==> src/ccu_pkg.sv <==
// constants and types shared by the comparator control unit
package ccu_pkg;

   localparam int ADDR_W = 4;
   localparam int DATA_W = 8;
   localparam int VOLT_W = 8;

   // register offsets
   localparam logic [3:0] OFS_CLOCK_GATE = 4'h0;
   localparam logic [3:0] OFS_MODE = 4'h1;
   localparam logic [3:0] OFS_IRQ_FLAGS = 4'h2;
   localparam logic [3:0] OFS_IRQ_MASKS = 4'h3;
   localparam logic [3:0] OFS_RESET_CTRL = 4'h4;
   localparam logic [3:0] OFS_RESULT = 4'h5;
   localparam logic [3:0] OFS_PIN_CFG = 4'h6;

   // field positions
   localparam int BIT_CLOCK_GATE = 5;
   localparam int BIT_CMP1_EN = 4;
   localparam int BIT_CMP0_EN = 0;
   localparam int BIT_CMP0_IRQ = 0;
   localparam int BIT_CMP1_IRQ = 1;
   localparam int BIT_BLOCK_RESET = 5;
   localparam int BIT_NEG_LOGIC = 0;

   // reset values
   localparam logic RST_CLOCK_GATE = 1'b0;
   localparam logic RST_CMP_EN = 1'b0;
   localparam logic [1:0] RST_IRQ_FLAGS = 2'h0;
   localparam logic [1:0] RST_IRQ_MASKS = 2'h3;
   localparam logic RST_BLOCK_RESET = 1'b1;
   localparam logic RST_NEG_LOGIC = 1'b1;

   typedef struct packed {
      logic [ADDR_W-1:0] addr;
      logic [DATA_W-1:0] wdata;
      logic wr;
      logic rd;
   } ccu_bus_req_t;

   typedef struct packed {
      logic [VOLT_W-1:0] cmp1;
      logic [VOLT_W-1:0] cmp0;
   } ccu_volt_pair_t;

endpackage

==> src/ccu_cmp_channel.sv <==
// one comparator channel: pin sampling, halving divider, compare, edge event
`timescale 1ns/1ps
`default_nettype none
module ccu_cmp_channel #(
   parameter int VOLT_W = 8
) (
   input wire logic clock_in,               // peripheral clock
   input wire logic reset_n_in,             // async reset, active low
   input wire logic active_in,              // clocked, enabled, out of reset
   input wire logic [VOLT_W-1:0] voltage_in,   // monitored voltage code, async
   input wire logic [VOLT_W-1:0] reference_in, // reference code, same clock
   output logic result_out,                 // 1 while halved input above ref
   output logic rise_out                    // one-cycle pulse on result rise
);

   logic [VOLT_W-1:0] sync1_r;
   logic [VOLT_W-1:0] sync2_r;
   logic [VOLT_W-1:0] sync3_r;
   logic [VOLT_W-1:0] held_r;
   logic [VOLT_W-1:0] held_nxt;
   logic [VOLT_W-1:0] halved;
   logic result_r;
   logic result_nxt;
   logic rise_r;
   logic rise_nxt;

   // a multi-bit code may tear while changing: a code is taken only when
   // two samples past the synchroniser agree, else the last good one stays;
   // an input that changes on every clock is therefore never taken
   always_ff @(posedge clock_in or negedge reset_n_in)
   begin
      if (!reset_n_in)
      begin
         sync1_r <= '0;
         sync2_r <= '0;
         sync3_r <= '0;
      end
      else
      begin
         sync1_r <= voltage_in;
         sync2_r <= sync1_r;
         sync3_r <= sync2_r;
      end
   end

   always_comb
   begin
      held_nxt = held_r;
      if (sync2_r == sync3_r)
      begin
         held_nxt = sync2_r;
      end
      halved = held_nxt >> 1;
      result_nxt = 1'b0;
      if (active_in)
      begin
         result_nxt = (halved > reference_in);
      end
      rise_nxt = result_nxt & ~result_r;
   end

   always_ff @(posedge clock_in or negedge reset_n_in)
   begin
      if (!reset_n_in)
      begin
         held_r <= '0;
         result_r <= 1'b0;
         rise_r <= 1'b0;
      end
      else
      begin
         held_r <= held_nxt;
         result_r <= result_nxt;
         rise_r <= rise_nxt;
      end
   end

   assign result_out = result_r;
   assign rise_out = rise_r;

endmodule
`default_nettype wire

==> src/ccu_top.sv <==
// comparator control unit: registers, gating, interrupts and result pin
//
// What this block does
// - result is 1 when halved input above reference
// - negative-logic pin drives 0 when above
// - clock gate bit 5 stops or supplies clock
// - mode bit 4 enables comparator 1
// - mode bit 0 enables comparator 0
// - flag bits 0,1 show pending requests
// - mask bits 0,1 block matching request
// - reset bit 5 holds comparator in reset
// - halved input versus reference compared
`timescale 1ns/1ps
`default_nettype none
module ccu_top #(
   parameter int VOLT_W = ccu_pkg::VOLT_W
) (
   input wire logic clock_in,                       // 100 MHz clock
   input wire logic reset_n_in,                     // async reset, active low
   input wire ccu_pkg::ccu_bus_req_t bus_req_in,    // register request
   output logic [ccu_pkg::DATA_W-1:0] rd_data_out,  // read data, next cycle
   input wire ccu_pkg::ccu_volt_pair_t monitored_voltage_input_in, // pins
   input wire logic [VOLT_W-1:0] dac_reference_in,  // reference code
   output logic comparator_result_pin_out,          // result pin
   output logic irq_out                             // level interrupt
);

   // software state
   logic comparator_clock_gate_r;
   logic comparator_clock_gate_nxt;
   logic cmp1_run_enable_r;
   logic cmp1_run_enable_nxt;
   logic cmp0_run_enable_r;
   logic cmp0_run_enable_nxt;
   logic [1:0] irq_flags_r;
   logic [1:0] irq_flags_nxt;
   logic [1:0] irq_masks_r;
   logic [1:0] irq_masks_nxt;
   logic comparator_block_reset_r;
   logic comparator_block_reset_nxt;
   logic neg_logic_r;
   logic neg_logic_nxt;

   // bus answer
   logic [ccu_pkg::DATA_W-1:0] rd_data_r;
   logic [ccu_pkg::DATA_W-1:0] rd_data_nxt;

   // outputs
   logic pin_r;
   logic pin_nxt;
   logic irq_r;
   logic irq_nxt;

   // channel side
   logic cmp0_active;
   logic cmp1_active;
   logic cmp0_result;
   logic cmp1_result;
   logic cmp0_rise;
   logic cmp1_rise;
   logic [1:0] irq_events;
   logic [1:0] flag_clear;

   function automatic logic hit
   (
      input ccu_pkg::ccu_bus_req_t req,
      input logic [ccu_pkg::ADDR_W-1:0] ofs
   );
      hit = req.wr && (req.addr == ofs);
   endfunction

   function automatic logic rd_hit
   (
      input ccu_pkg::ccu_bus_req_t req,
      input logic [ccu_pkg::ADDR_W-1:0] ofs
   );
      rd_hit = req.rd && (req.addr == ofs);
   endfunction

   // a channel runs only when clocked, released from reset and enabled
   function automatic logic chan_active
   (
      input logic gate_on,
      input logic held_in_reset,
      input logic run_enable
   );
      chan_active = gate_on && !held_in_reset && run_enable;
   endfunction

   always_comb
   begin
      cmp0_active = chan_active(comparator_clock_gate_r,
         comparator_block_reset_r,
         cmp0_run_enable_r);
      cmp1_active = chan_active(comparator_clock_gate_r,
         comparator_block_reset_r,
         cmp1_run_enable_r);
   end

   ccu_cmp_channel #(
      .VOLT_W(VOLT_W)
   ) u_cmp0 (
      .clock_in(clock_in),
      .reset_n_in(reset_n_in),
      .active_in(cmp0_active),
      .voltage_in(monitored_voltage_input_in.cmp0),
      .reference_in(dac_reference_in),
      .result_out(cmp0_result),
      .rise_out(cmp0_rise)
   );

   ccu_cmp_channel #(
      .VOLT_W(VOLT_W)
   ) u_cmp1 (
      .clock_in(clock_in),
      .reset_n_in(reset_n_in),
      .active_in(cmp1_active),
      .voltage_in(monitored_voltage_input_in.cmp1),
      .reference_in(dac_reference_in),
      .result_out(cmp1_result),
      .rise_out(cmp1_rise)
   );

   // events are dropped as soon as a channel is held off, even mid-pulse
   always_comb
   begin
      irq_events = 2'h0;
      irq_events[ccu_pkg::BIT_CMP0_IRQ] = cmp0_rise && cmp0_active;
      irq_events[ccu_pkg::BIT_CMP1_IRQ] = cmp1_rise && cmp1_active;
   end

   // register writes
   always_comb
   begin
      comparator_clock_gate_nxt = comparator_clock_gate_r;
      cmp1_run_enable_nxt = cmp1_run_enable_r;
      cmp0_run_enable_nxt = cmp0_run_enable_r;
      irq_masks_nxt = irq_masks_r;
      comparator_block_reset_nxt = comparator_block_reset_r;
      neg_logic_nxt = neg_logic_r;
      flag_clear = 2'h0;
      if (hit(bus_req_in, ccu_pkg::OFS_CLOCK_GATE))
      begin
         comparator_clock_gate_nxt =
            bus_req_in.wdata[ccu_pkg::BIT_CLOCK_GATE];
      end
      else if (hit(bus_req_in, ccu_pkg::OFS_MODE))
      begin
         cmp1_run_enable_nxt = bus_req_in.wdata[ccu_pkg::BIT_CMP1_EN];
         cmp0_run_enable_nxt = bus_req_in.wdata[ccu_pkg::BIT_CMP0_EN];
      end
      else if (hit(bus_req_in, ccu_pkg::OFS_IRQ_FLAGS))
      begin
         flag_clear = bus_req_in.wdata[1:0];
      end
      else if (hit(bus_req_in, ccu_pkg::OFS_IRQ_MASKS))
      begin
         irq_masks_nxt = bus_req_in.wdata[1:0];
      end
      else if (hit(bus_req_in, ccu_pkg::OFS_RESET_CTRL))
      begin
         comparator_block_reset_nxt =
            bus_req_in.wdata[ccu_pkg::BIT_BLOCK_RESET];
      end
      else if (hit(bus_req_in, ccu_pkg::OFS_PIN_CFG))
      begin
         neg_logic_nxt = bus_req_in.wdata[ccu_pkg::BIT_NEG_LOGIC];
      end
      // a new request in the clearing cycle survives the clear
      irq_flags_nxt = (irq_flags_r & ~flag_clear) | irq_events;
   end

   always_ff @(posedge clock_in or negedge reset_n_in)
   begin
      if (!reset_n_in)
      begin
         comparator_clock_gate_r <= ccu_pkg::RST_CLOCK_GATE;
         cmp1_run_enable_r <= ccu_pkg::RST_CMP_EN;
         cmp0_run_enable_r <= ccu_pkg::RST_CMP_EN;
         irq_flags_r <= ccu_pkg::RST_IRQ_FLAGS;
         irq_masks_r <= ccu_pkg::RST_IRQ_MASKS;
         comparator_block_reset_r <= ccu_pkg::RST_BLOCK_RESET;
         neg_logic_r <= ccu_pkg::RST_NEG_LOGIC;
      end
      else
      begin
         comparator_clock_gate_r <= comparator_clock_gate_nxt;
         cmp1_run_enable_r <= cmp1_run_enable_nxt;
         cmp0_run_enable_r <= cmp0_run_enable_nxt;
         irq_flags_r <= irq_flags_nxt;
         irq_masks_r <= irq_masks_nxt;
         comparator_block_reset_r <= comparator_block_reset_nxt;
         neg_logic_r <= neg_logic_nxt;
      end
   end

   // register reads; unmapped offsets and unused bits read zero
   always_comb
   begin
      rd_data_nxt = 8'h00;
      if (rd_hit(bus_req_in, ccu_pkg::OFS_CLOCK_GATE))
      begin
         rd_data_nxt[ccu_pkg::BIT_CLOCK_GATE] = comparator_clock_gate_r;
      end
      else if (rd_hit(bus_req_in, ccu_pkg::OFS_MODE))
      begin
         rd_data_nxt[ccu_pkg::BIT_CMP1_EN] = cmp1_run_enable_r;
         rd_data_nxt[ccu_pkg::BIT_CMP0_EN] = cmp0_run_enable_r;
      end
      else if (rd_hit(bus_req_in, ccu_pkg::OFS_IRQ_FLAGS))
      begin
         rd_data_nxt[1:0] = irq_flags_r;
      end
      else if (rd_hit(bus_req_in, ccu_pkg::OFS_IRQ_MASKS))
      begin
         rd_data_nxt[1:0] = irq_masks_r;
      end
      else if (rd_hit(bus_req_in, ccu_pkg::OFS_RESET_CTRL))
      begin
         rd_data_nxt[ccu_pkg::BIT_BLOCK_RESET] = comparator_block_reset_r;
      end
      else if (rd_hit(bus_req_in, ccu_pkg::OFS_RESULT))
      begin
         rd_data_nxt[ccu_pkg::BIT_CMP0_IRQ] = cmp0_result;
         rd_data_nxt[ccu_pkg::BIT_CMP1_IRQ] = cmp1_result;
      end
      else if (rd_hit(bus_req_in, ccu_pkg::OFS_PIN_CFG))
      begin
         rd_data_nxt[ccu_pkg::BIT_NEG_LOGIC] = neg_logic_r;
      end
   end

   // read data stand for one cycle only, zero otherwise
   always_ff @(posedge clock_in or negedge reset_n_in)
   begin
      if (!reset_n_in)
      begin
         rd_data_r <= 8'h00;
      end
      else
      begin
         rd_data_r <= rd_data_nxt;
      end
   end

   // pin follows comparator 0; its result is already 0 while held off,
   // so the pin rests at the inactive level in either polarity
   always_comb
   begin
      if (neg_logic_r)
      begin
         pin_nxt = ~cmp0_result;
      end
      else
      begin
         pin_nxt = cmp0_result;
      end
      irq_nxt = |(irq_flags_r & ~irq_masks_r);
   end

   always_ff @(posedge clock_in or negedge reset_n_in)
   begin
      if (!reset_n_in)
      begin
         pin_r <= 1'b1;
         irq_r <= 1'b0;
      end
      else
      begin
         pin_r <= pin_nxt;
         irq_r <= irq_nxt;
      end
   end

   assign rd_data_out = rd_data_r;
   assign comparator_result_pin_out = pin_r;
   assign irq_out = irq_r;

endmodule
`default_nettype wire

==> config.mk <==
export PLATFORM = sky130hd
export DESIGN_NAME = ccu_top
export DESIGN_NICKNAME = d
export VERILOG_FILES = /design/src/ccu_pkg.sv /design/src/ccu_cmp_channel.sv /design/src/ccu_top.sv
export SDC_FILE = /design/constraint.sdc
export NUM_CORES = 1
export LEC_CHECK = 0
export ABC_CLOCK_PERIOD_IN_PS = 2580
export BUFFER_PORTS_ARGS = -buffer_cell sky130_fd_sc_hd__buf_2
export CAP_MARGIN = 10
export CORE_AREA = 2 2 79 81
export DETAILED_ROUTE_END_ITERATION = 16
export DIE_AREA = 0 0 81 83
export GPL_ROUTABILITY_DRIVEN = 0
export GPL_TIMING_DRIVEN = 0
export PLACE_DENSITY = 0.76
export SYNTH_ARGS = -nofsm -noshare
export SYNTH_HDL_FRONTEND = slang
export SYNTH_SLANG_ARGS = --single-unit
==> constraint.sdc <==
create_clock -name clock_in -period 2.58 [get_ports clock_in]
set_input_delay 0.129 -clock clock_in [delete_from_list [all_inputs] [get_ports clock_in]]
set_output_delay 0.129 -clock clock_in [all_outputs]
set_load 0.05 [all_outputs]
---- After elaboration in Yosys (flattened, before gate mapping) ----
Index checks and enable logic that the tools add are counted.
word-level totals
  output and inout bits ................... 10
  flip-flop bits (word level) ............. 83
operators by class
  reductions and logical operators ........ 25
  order comparisons ....................... 2
  bitwise gates (word level) .............. 14
  muxes and demuxes ....................... 24
  eq/ne operators ......................... 8
operators with widths
  cell                                                                    count
  1-bit logical AND                                                       18
  8-bit equality test                                                     2
  7-bit by 8-bit greater-than comparator with 1-bit output                2
  8-bit 2-to-1 mux                                                        2
  1-bit 2-to-1 mux                                                        15
  2-bit 2-to-1 mux                                                        7
  4-bit by 3-bit equality test with 1-bit output (second input constant)  3
  4-bit by 2-bit equality test with 1-bit output (second input constant)  2
  1-bit NOT                                                               7
  6-bit AND reduction                                                     1
  5-bit AND reduction                                                     1
  2-bit AND                                                               2
  4-bit by 1-bit equality test with 1-bit output (second input constant)  1
  4-bit logical NOT                                                       1
  2-bit NOT                                                               2
  4-bit AND reduction                                                     1
  1-bit AND                                                               2
  2-bit OR                                                                1
  2-bit AND reduction                                                     1
  2-bit OR reduction                                                      1
  1-bit logical NOT                                                       1

---- Logic depth before layout (Yosys ltp) ----
  depth after elaboration ................. 9
  depth in mapped cells ................... 9
  gate-level depth less buffers ........... 9

---- By module ----
From an unflattened synthesis, not the netlist that was laid out.
unflattened totals
  cell total of the unflattened synthesis .. 214
  area total of the unflattened synthesis .. 3,204.3 µm²
modules (own cells, without submodules)
  module           area an instance (µm²)  sequential area each (µm²)  cells an instance  instances
  ccu_cmp_channel  1,229.9                 825.8                       77                 2
  ccu_top          744.5                   381.6                       60                 1

---- Least setup slack after synthesis ----
Ideal clock, no wire load.
  path kind ............................... flip-flop to flip-flop
  start point ............................. register u_cmp1.sync2_r[1]
  end point ............................... register u_cmp1.rise_r (netlist: u_cmp1.rise_out)
  data arrival time ....................... 2.202 ns
  period minus slack after synthesis ...... 2.288 ns
  setup slack ............................. 0.292 ns
  stages on the path, launching flop included .. 9
  setup time .............................. 0.086 ns
  buffers on the path ..................... 0
  required time ........................... 2.494 ns
  cell sequence ........................... dfrtp_1 -> xor2_1 -> nor4_2 -> nand2_2 -> mux2_4 -> ha_1 -> nand4_1 -> o221a_2 -> nor3_1
on the way
  cells in the longest elaborated chain, start to end .. 5
RTL lines
  item                                                      RTL line               source
  start, declared                                           ccu_cmp_channel.sv:17  logic [VOLT_W-1:0] sync2_r;
  start signal, assigned                                    ccu_cmp_channel.sv:41  sync2_r <= sync1_r;
  8-bit equality test                                       ccu_cmp_channel.sv:49  if (sync2_r == sync3_r)
  8-bit 2-to-1 mux                                          ccu_cmp_channel.sv:49
  via u_cmp1.held_nxt[6]                                    ccu_cmp_channel.sv:20  logic [VOLT_W-1:0] held_nxt;
  7-bit by 8-bit greater-than comparator with 1-bit output  ccu_cmp_channel.sv:57  result_nxt = (halved > reference_in);
  1-bit 2-to-1 mux                                          ccu_cmp_channel.sv:55  if (active_in)
  1-bit AND                                                 ccu_cmp_channel.sv:59  rise_nxt = result_nxt & ~result_r;
  via u_cmp1.rise_nxt                                       ccu_cmp_channel.sv:25  logic rise_nxt;
  end signal, assigned                                      ccu_cmp_channel.sv:74  rise_r <= rise_nxt;
  end, declared                                             ccu_cmp_channel.sv:24  logic rise_r;
The timed path passes the listed nets, and every way through them passes these cells.
A chain may end at the register's enable or synchronous reset.

---- Worst setup path after layout ----
  start point ............................. register u_cmp0.sync2_r[6]
  end point ............................... register u_cmp0.rise_r (netlist: u_cmp0.rise_out)
on the way
  cells in the longest elaborated chain, start to end .. 5
RTL lines
  item                                                          RTL line
  start, declared                                               ccu_cmp_channel.sv:17
  start signal, assigned                                        ccu_cmp_channel.sv:41
  8-bit equality test                                           ccu_cmp_channel.sv:49
  8-bit 2-to-1 mux (*)                                          ccu_cmp_channel.sv:49
  via u_cmp0.held_nxt[6]                                        ccu_cmp_channel.sv:20
  7-bit by 8-bit greater-than comparator with 1-bit output (*)  ccu_cmp_channel.sv:57
  1-bit 2-to-1 mux (*)                                          ccu_cmp_channel.sv:55
  1-bit AND (*)                                                 ccu_cmp_channel.sv:59
  via u_cmp0.rise_nxt                                           ccu_cmp_channel.sv:25
  end signal, assigned                                          ccu_cmp_channel.sv:74
  end, declared                                                 ccu_cmp_channel.sv:24
Mark *: on every way through the listed nets, which the timed path passes. The rest lies on a longest branch.

==> out/summary.md <==
The flow ran to the end, and the final reports show no timing, DRC or antenna violations. Leaving out filler cells and counting taps, the final layout contains 377. For the final database, setup skew stands at 0.01024 ns. After global routing the overflow that remains totals 0.

Synthesized cell area: 3147 µm². The multiplexer share of the synthesized area came out at 0.09304. The worst setup path is captured at a flop. The remaining design rule violation count was 0; the y dimension of the die was 83 µm. The clock tree synthesis step divided the H-tree into 3 levels. Final count of pins violating max slew: 0. Dividing the detail-routed via count by the number of cells gives 5.000. Count of mapped cells out of synthesis: 223. The cell area power density is 688.6 nW/µm².

For the yosys synthesis warning count, the log shows 0. The number of violations reported at the end of detailed-routing iteration 0 is 91, and the total leakage power is 1.881 nW. The final cycle utilization of the critical path came out at 0.9362.

For this run, the leading register cell type out of synthesis is sky130_fd_sc_hd__dfrtp_1. The clock root buffer master is sky130_fd_sc_hd__clkbuf_8. The repair_antennas step left the layout with diodes totalling 0.

The core occupancy in the finished layout came out at 0.6650. The maximum frequency from static timing analysis was 414.0 MHz; the pin count of the biggest net entering global routing was 51. The run gives 4 as the number of iterations in the first detailed-routing pass. The fraction of synthesized cell area in xor and xnor cells is 0.04732. The via count of the first global-routing pass was 1812; the number of distinct library cells after synthesis was 35. For the final routed database, the setup TNS stands at 0 ns. The startpoint identified for the worst hold timing path is bus_req_in[6]. The final period demand of the worst path works out to 2.415 ns. A synthesized cell averages 14.11 µm². The layout-stage area growth over the synthesis result was 22.90%; the number of nets in the layout was 351.

The x dimension of the die is 81 µm, and the number of vias in the routed layout is 1885. The run gives 3482 µm² as the placed cell area. In the final routed layout, each cell accounts on average for 13.15 µm. Critical path startpoint: u_cmp0.sync2_r[6]$_DFF_PN0_. Max-cap violations in this run came to 0. The wire-length estimate of the detail-placed layout is 3.420 mm.

The floorplan step defined a core boundary enclosing 5816 µm². Clock-pin slew was measured on the worst setup and hold paths at 0.08 ns. Type of the worst min-delay path: in2reg. TritonCTS created 9 clock buffers. The number of hold violations in the final report came out at 0. The worst setup path is launched from a flop.

The critical setup path kind is reg2reg. The full die area is 6723 µm². The combined global-route utilization of all metal layers is 0.1662. OpenSTA, run right after detailed placement, puts the worst setup slack at 0.05818 ns. The number of enable flip-flop cells after synthesis is 0, and the basic-gate share of the synthesized area counting and, or, nand and nor cells is 0.08191. For this block, the routed nets add up to 4.956 mm of wire. The latest clock arrival within the worst-skew pair is 0.34 ns, and the worst IR drop on VDD is 0.4963 mV. The async set-reset flop share out of synthesis is 1.000. The tree built by TritonCTS fans out to 81 sinks. The layout cell share with drive strength beyond 1 is 0.3179, and the starting density of the core is 0.5411. Setup violations remaining at the end of the flow were counted as 0. For the count of nets left with antenna violations after detail routing, the log shows 0. During placement, the flow inserted port buffers numbering 40. The first global-routing pass estimated 8.300 mm of wire.

50 I/O pins were placed. The fraction of the mapped netlist area in compound gates is 0.04811. For the post-layout instance area, the log shows 3867 µm². Maximum fanout along the worst path: 8.

After synthesis, the largest family of logic cells by area is multiplexers. The clock passes through at most 2 buffers. The required time reported for the critical path endpoint is 2.84 ns. The startpoint identified for the worst register-to-register timing path is u_cmp0.sync2_r[6]$_DFF_PN0_. The run gives 28 as the row count.

For the worst setup path, the data arrival time is 2.68 ns. TritonCTS built the clock tree. The synthesized-area fraction occupied by adder cells was 0.05567. In the post-route analysis, the smallest setup slack over all paths is 0.1645 ns.

The number of antenna violations at the first check in global routing is 0. The flip-flop and latch count after synthesis is 81. The post-synthesis sequential area ratio is 0.6461, and the number of cells after detailed placement is 342.
[flip-flops by register name (all words and copies together), names as in the netlist, 2 cells and up]
name	count
irq_flags_r	2
irq_masks_r	2
rd_data_out	4
u_cmp0.held_r	7
u_cmp0.sync1_r	8
u_cmp0.sync2_r	8
u_cmp0.sync3_r	8
u_cmp1.held_r	7
u_cmp1.sync1_r	8
u_cmp1.sync2_r	8
u_cmp1.sync3_r	8
[worst max-delay path: stages, from the launching register on]
cell and delay (ns):
sky130_fd_sc_hd__dfrtp_1 0.41, sky130_fd_sc_hd__xor2_1 0.16, sky130_fd_sc_hd__nor4_2 0.35, sky130_fd_sc_hd__nand2_2 0.20, sky130_fd_sc_hd__mux2_2 0.33, sky130_fd_sc_hd__ha_1 0.31, sky130_fd_sc_hd__nand4_1 0.10, sky130_fd_sc_hd__o221a_2 0.31
sky130_fd_sc_hd__nor3_1 0.15
[per-layer routing]
layer | vias to the layer above | global-route usage | wire length, µm
li1 | 923 | - | -
met4 | 0 | 0.07088 | 92
met3 | 8 | 0.05543 | 270
met5 | - | 0 | 0
met1 | 901 | 0.2181 | 2205
met2 | 53 | 0.2517 | 2387
[layout by cell type, fill, tap and decap left out, types with 6 or more instances in the layout]
cell,instances
sky130_fd_sc_hd__buf_2,40
sky130_fd_sc_hd__buf_4,7
sky130_fd_sc_hd__clkbuf_8,9
sky130_fd_sc_hd__dfrtp_1,76
sky130_fd_sc_hd__dlygate4sd3_1,17
sky130_fd_sc_hd__ha_1,14
sky130_fd_sc_hd__inv_1,11
sky130_fd_sc_hd__mux2_2,14
sky130_fd_sc_hd__mux2_4,7
sky130_fd_sc_hd__nand2_1,8
sky130_fd_sc_hd__nand2b_1,6
sky130_fd_sc_hd__nor2_1,6
sky130_fd_sc_hd__o21ai_0,7
sky130_fd_sc_hd__xor2_1,17
[metrics by stage]
step | power [mW] | hold slack [ns]
3_3_place_gp | 1.792 | 0.2363
2_1_floorplan | 1.688 | -0.1666
5_1_grt | 2.811 | 0.01800
4_1_cts | 2.696 | 0.002134
6_report | 2.663 | 0.02338
3_5_place_dp | 1.810 | 0.09304
[cell type report]
class	instances	area (µm²)
tap	75	93.84
multi-input combinational	127	1061
clock buffer	12	135.1
clock inverter	4	45.04
fill	432	1948
sequential	81	2033
buffer	7	42.54
inverter	11	41.29
timing repair buffer	60	415.4
[final timing paths]
kind | to | slack [ns] | depth (start not counted)
worst max-delay path | u_cmp0.rise_out$_DFF_PN0_ | 0.16 | 8
worst min-delay path | cmp1_run_enable_r$_DFFE_PN0P_ | 0.02 | 2
worst max register to register | u_cmp0.rise_out$_DFF_PN0_ | 0.16 | 8
worst min register to register | u_cmp0.sync2_r[4]$_DFF_PN0_ | 0.35 | 0
max in group asynchronous | u_cmp1.held_r[3]$_DFF_PN0_ | 1.75 | 3
min in group asynchronous | rd_data_out[0]$_DFF_PN0_ | 0.27 | 2
[report_power, final]
part           switching [mW]  total, mW  internal, mW
Sequential             0.0581       1.44          1.39
Clock                   0.413      0.856         0.444
Combinational           0.185      0.363         0.178
[what timing repair did]
| item | 4_1_cts | 5_1_grt |
|---|---|---|
| hold buffers | 17 | 0 |
| resized for setup | 0 | 4 |
| setup endpoints to repair | 0 | 4 |
| setup buffers | 0 | 2 |
| endpoints found under the hold margin | 42 | 0 |
[Yosys cell counts (2+ instances only)]
cell type                  count  share of area
sky130_fd_sc_hd__o221a_2       2         0.0072
sky130_fd_sc_hd__clkbuf_1      2         0.0024
sky130_fd_sc_hd__ha_1         14          0.056
sky130_fd_sc_hd__a32o_1        2         0.0064
sky130_fd_sc_hd__nor3_1        6         0.0095
sky130_fd_sc_hd__a21oi_1       4         0.0064
sky130_fd_sc_hd__inv_1        11          0.013
sky130_fd_sc_hd__nand3_1       3         0.0048
sky130_fd_sc_hd__o21ai_0       7          0.011
sky130_fd_sc_hd__nor4_2        2         0.0080
sky130_fd_sc_hd__dfstp_2       5          0.042
sky130_fd_sc_hd__nand2_1       9          0.011
sky130_fd_sc_hd__nor2_1        6         0.0072
sky130_fd_sc_hd__a211oi_1      2         0.0048
sky130_fd_sc_hd__mux2i_1       3         0.0095
sky130_fd_sc_hd__xor2_1       17          0.047
sky130_fd_sc_hd__buf_4         4         0.0095
sky130_fd_sc_hd__a32oi_1       2         0.0056
sky130_fd_sc_hd__mux2_2       14          0.050
sky130_fd_sc_hd__mux2_4        7          0.033
sky130_fd_sc_hd__nand4_1       2         0.0040
sky130_fd_sc_hd__nor4_1        6          0.012
sky130_fd_sc_hd__dfrtp_1      76           0.60
sky130_fd_sc_hd__nand2b_1      6          0.012
[kinds of logic (layout without fill, tap and decap cells)]
family | count (synthesis) | in the layout
xor+xnor | 17 | 17
fa+ha+maj | 14 | 14
compound gates | 22 | 22
buf+inv | 18 | 94
mux | 24 | 24
flops | 81 | 81
other cells | 1 | 4
simple gates | 46 | 46
No activity file was read; power rests on OpenSTA's default activity.
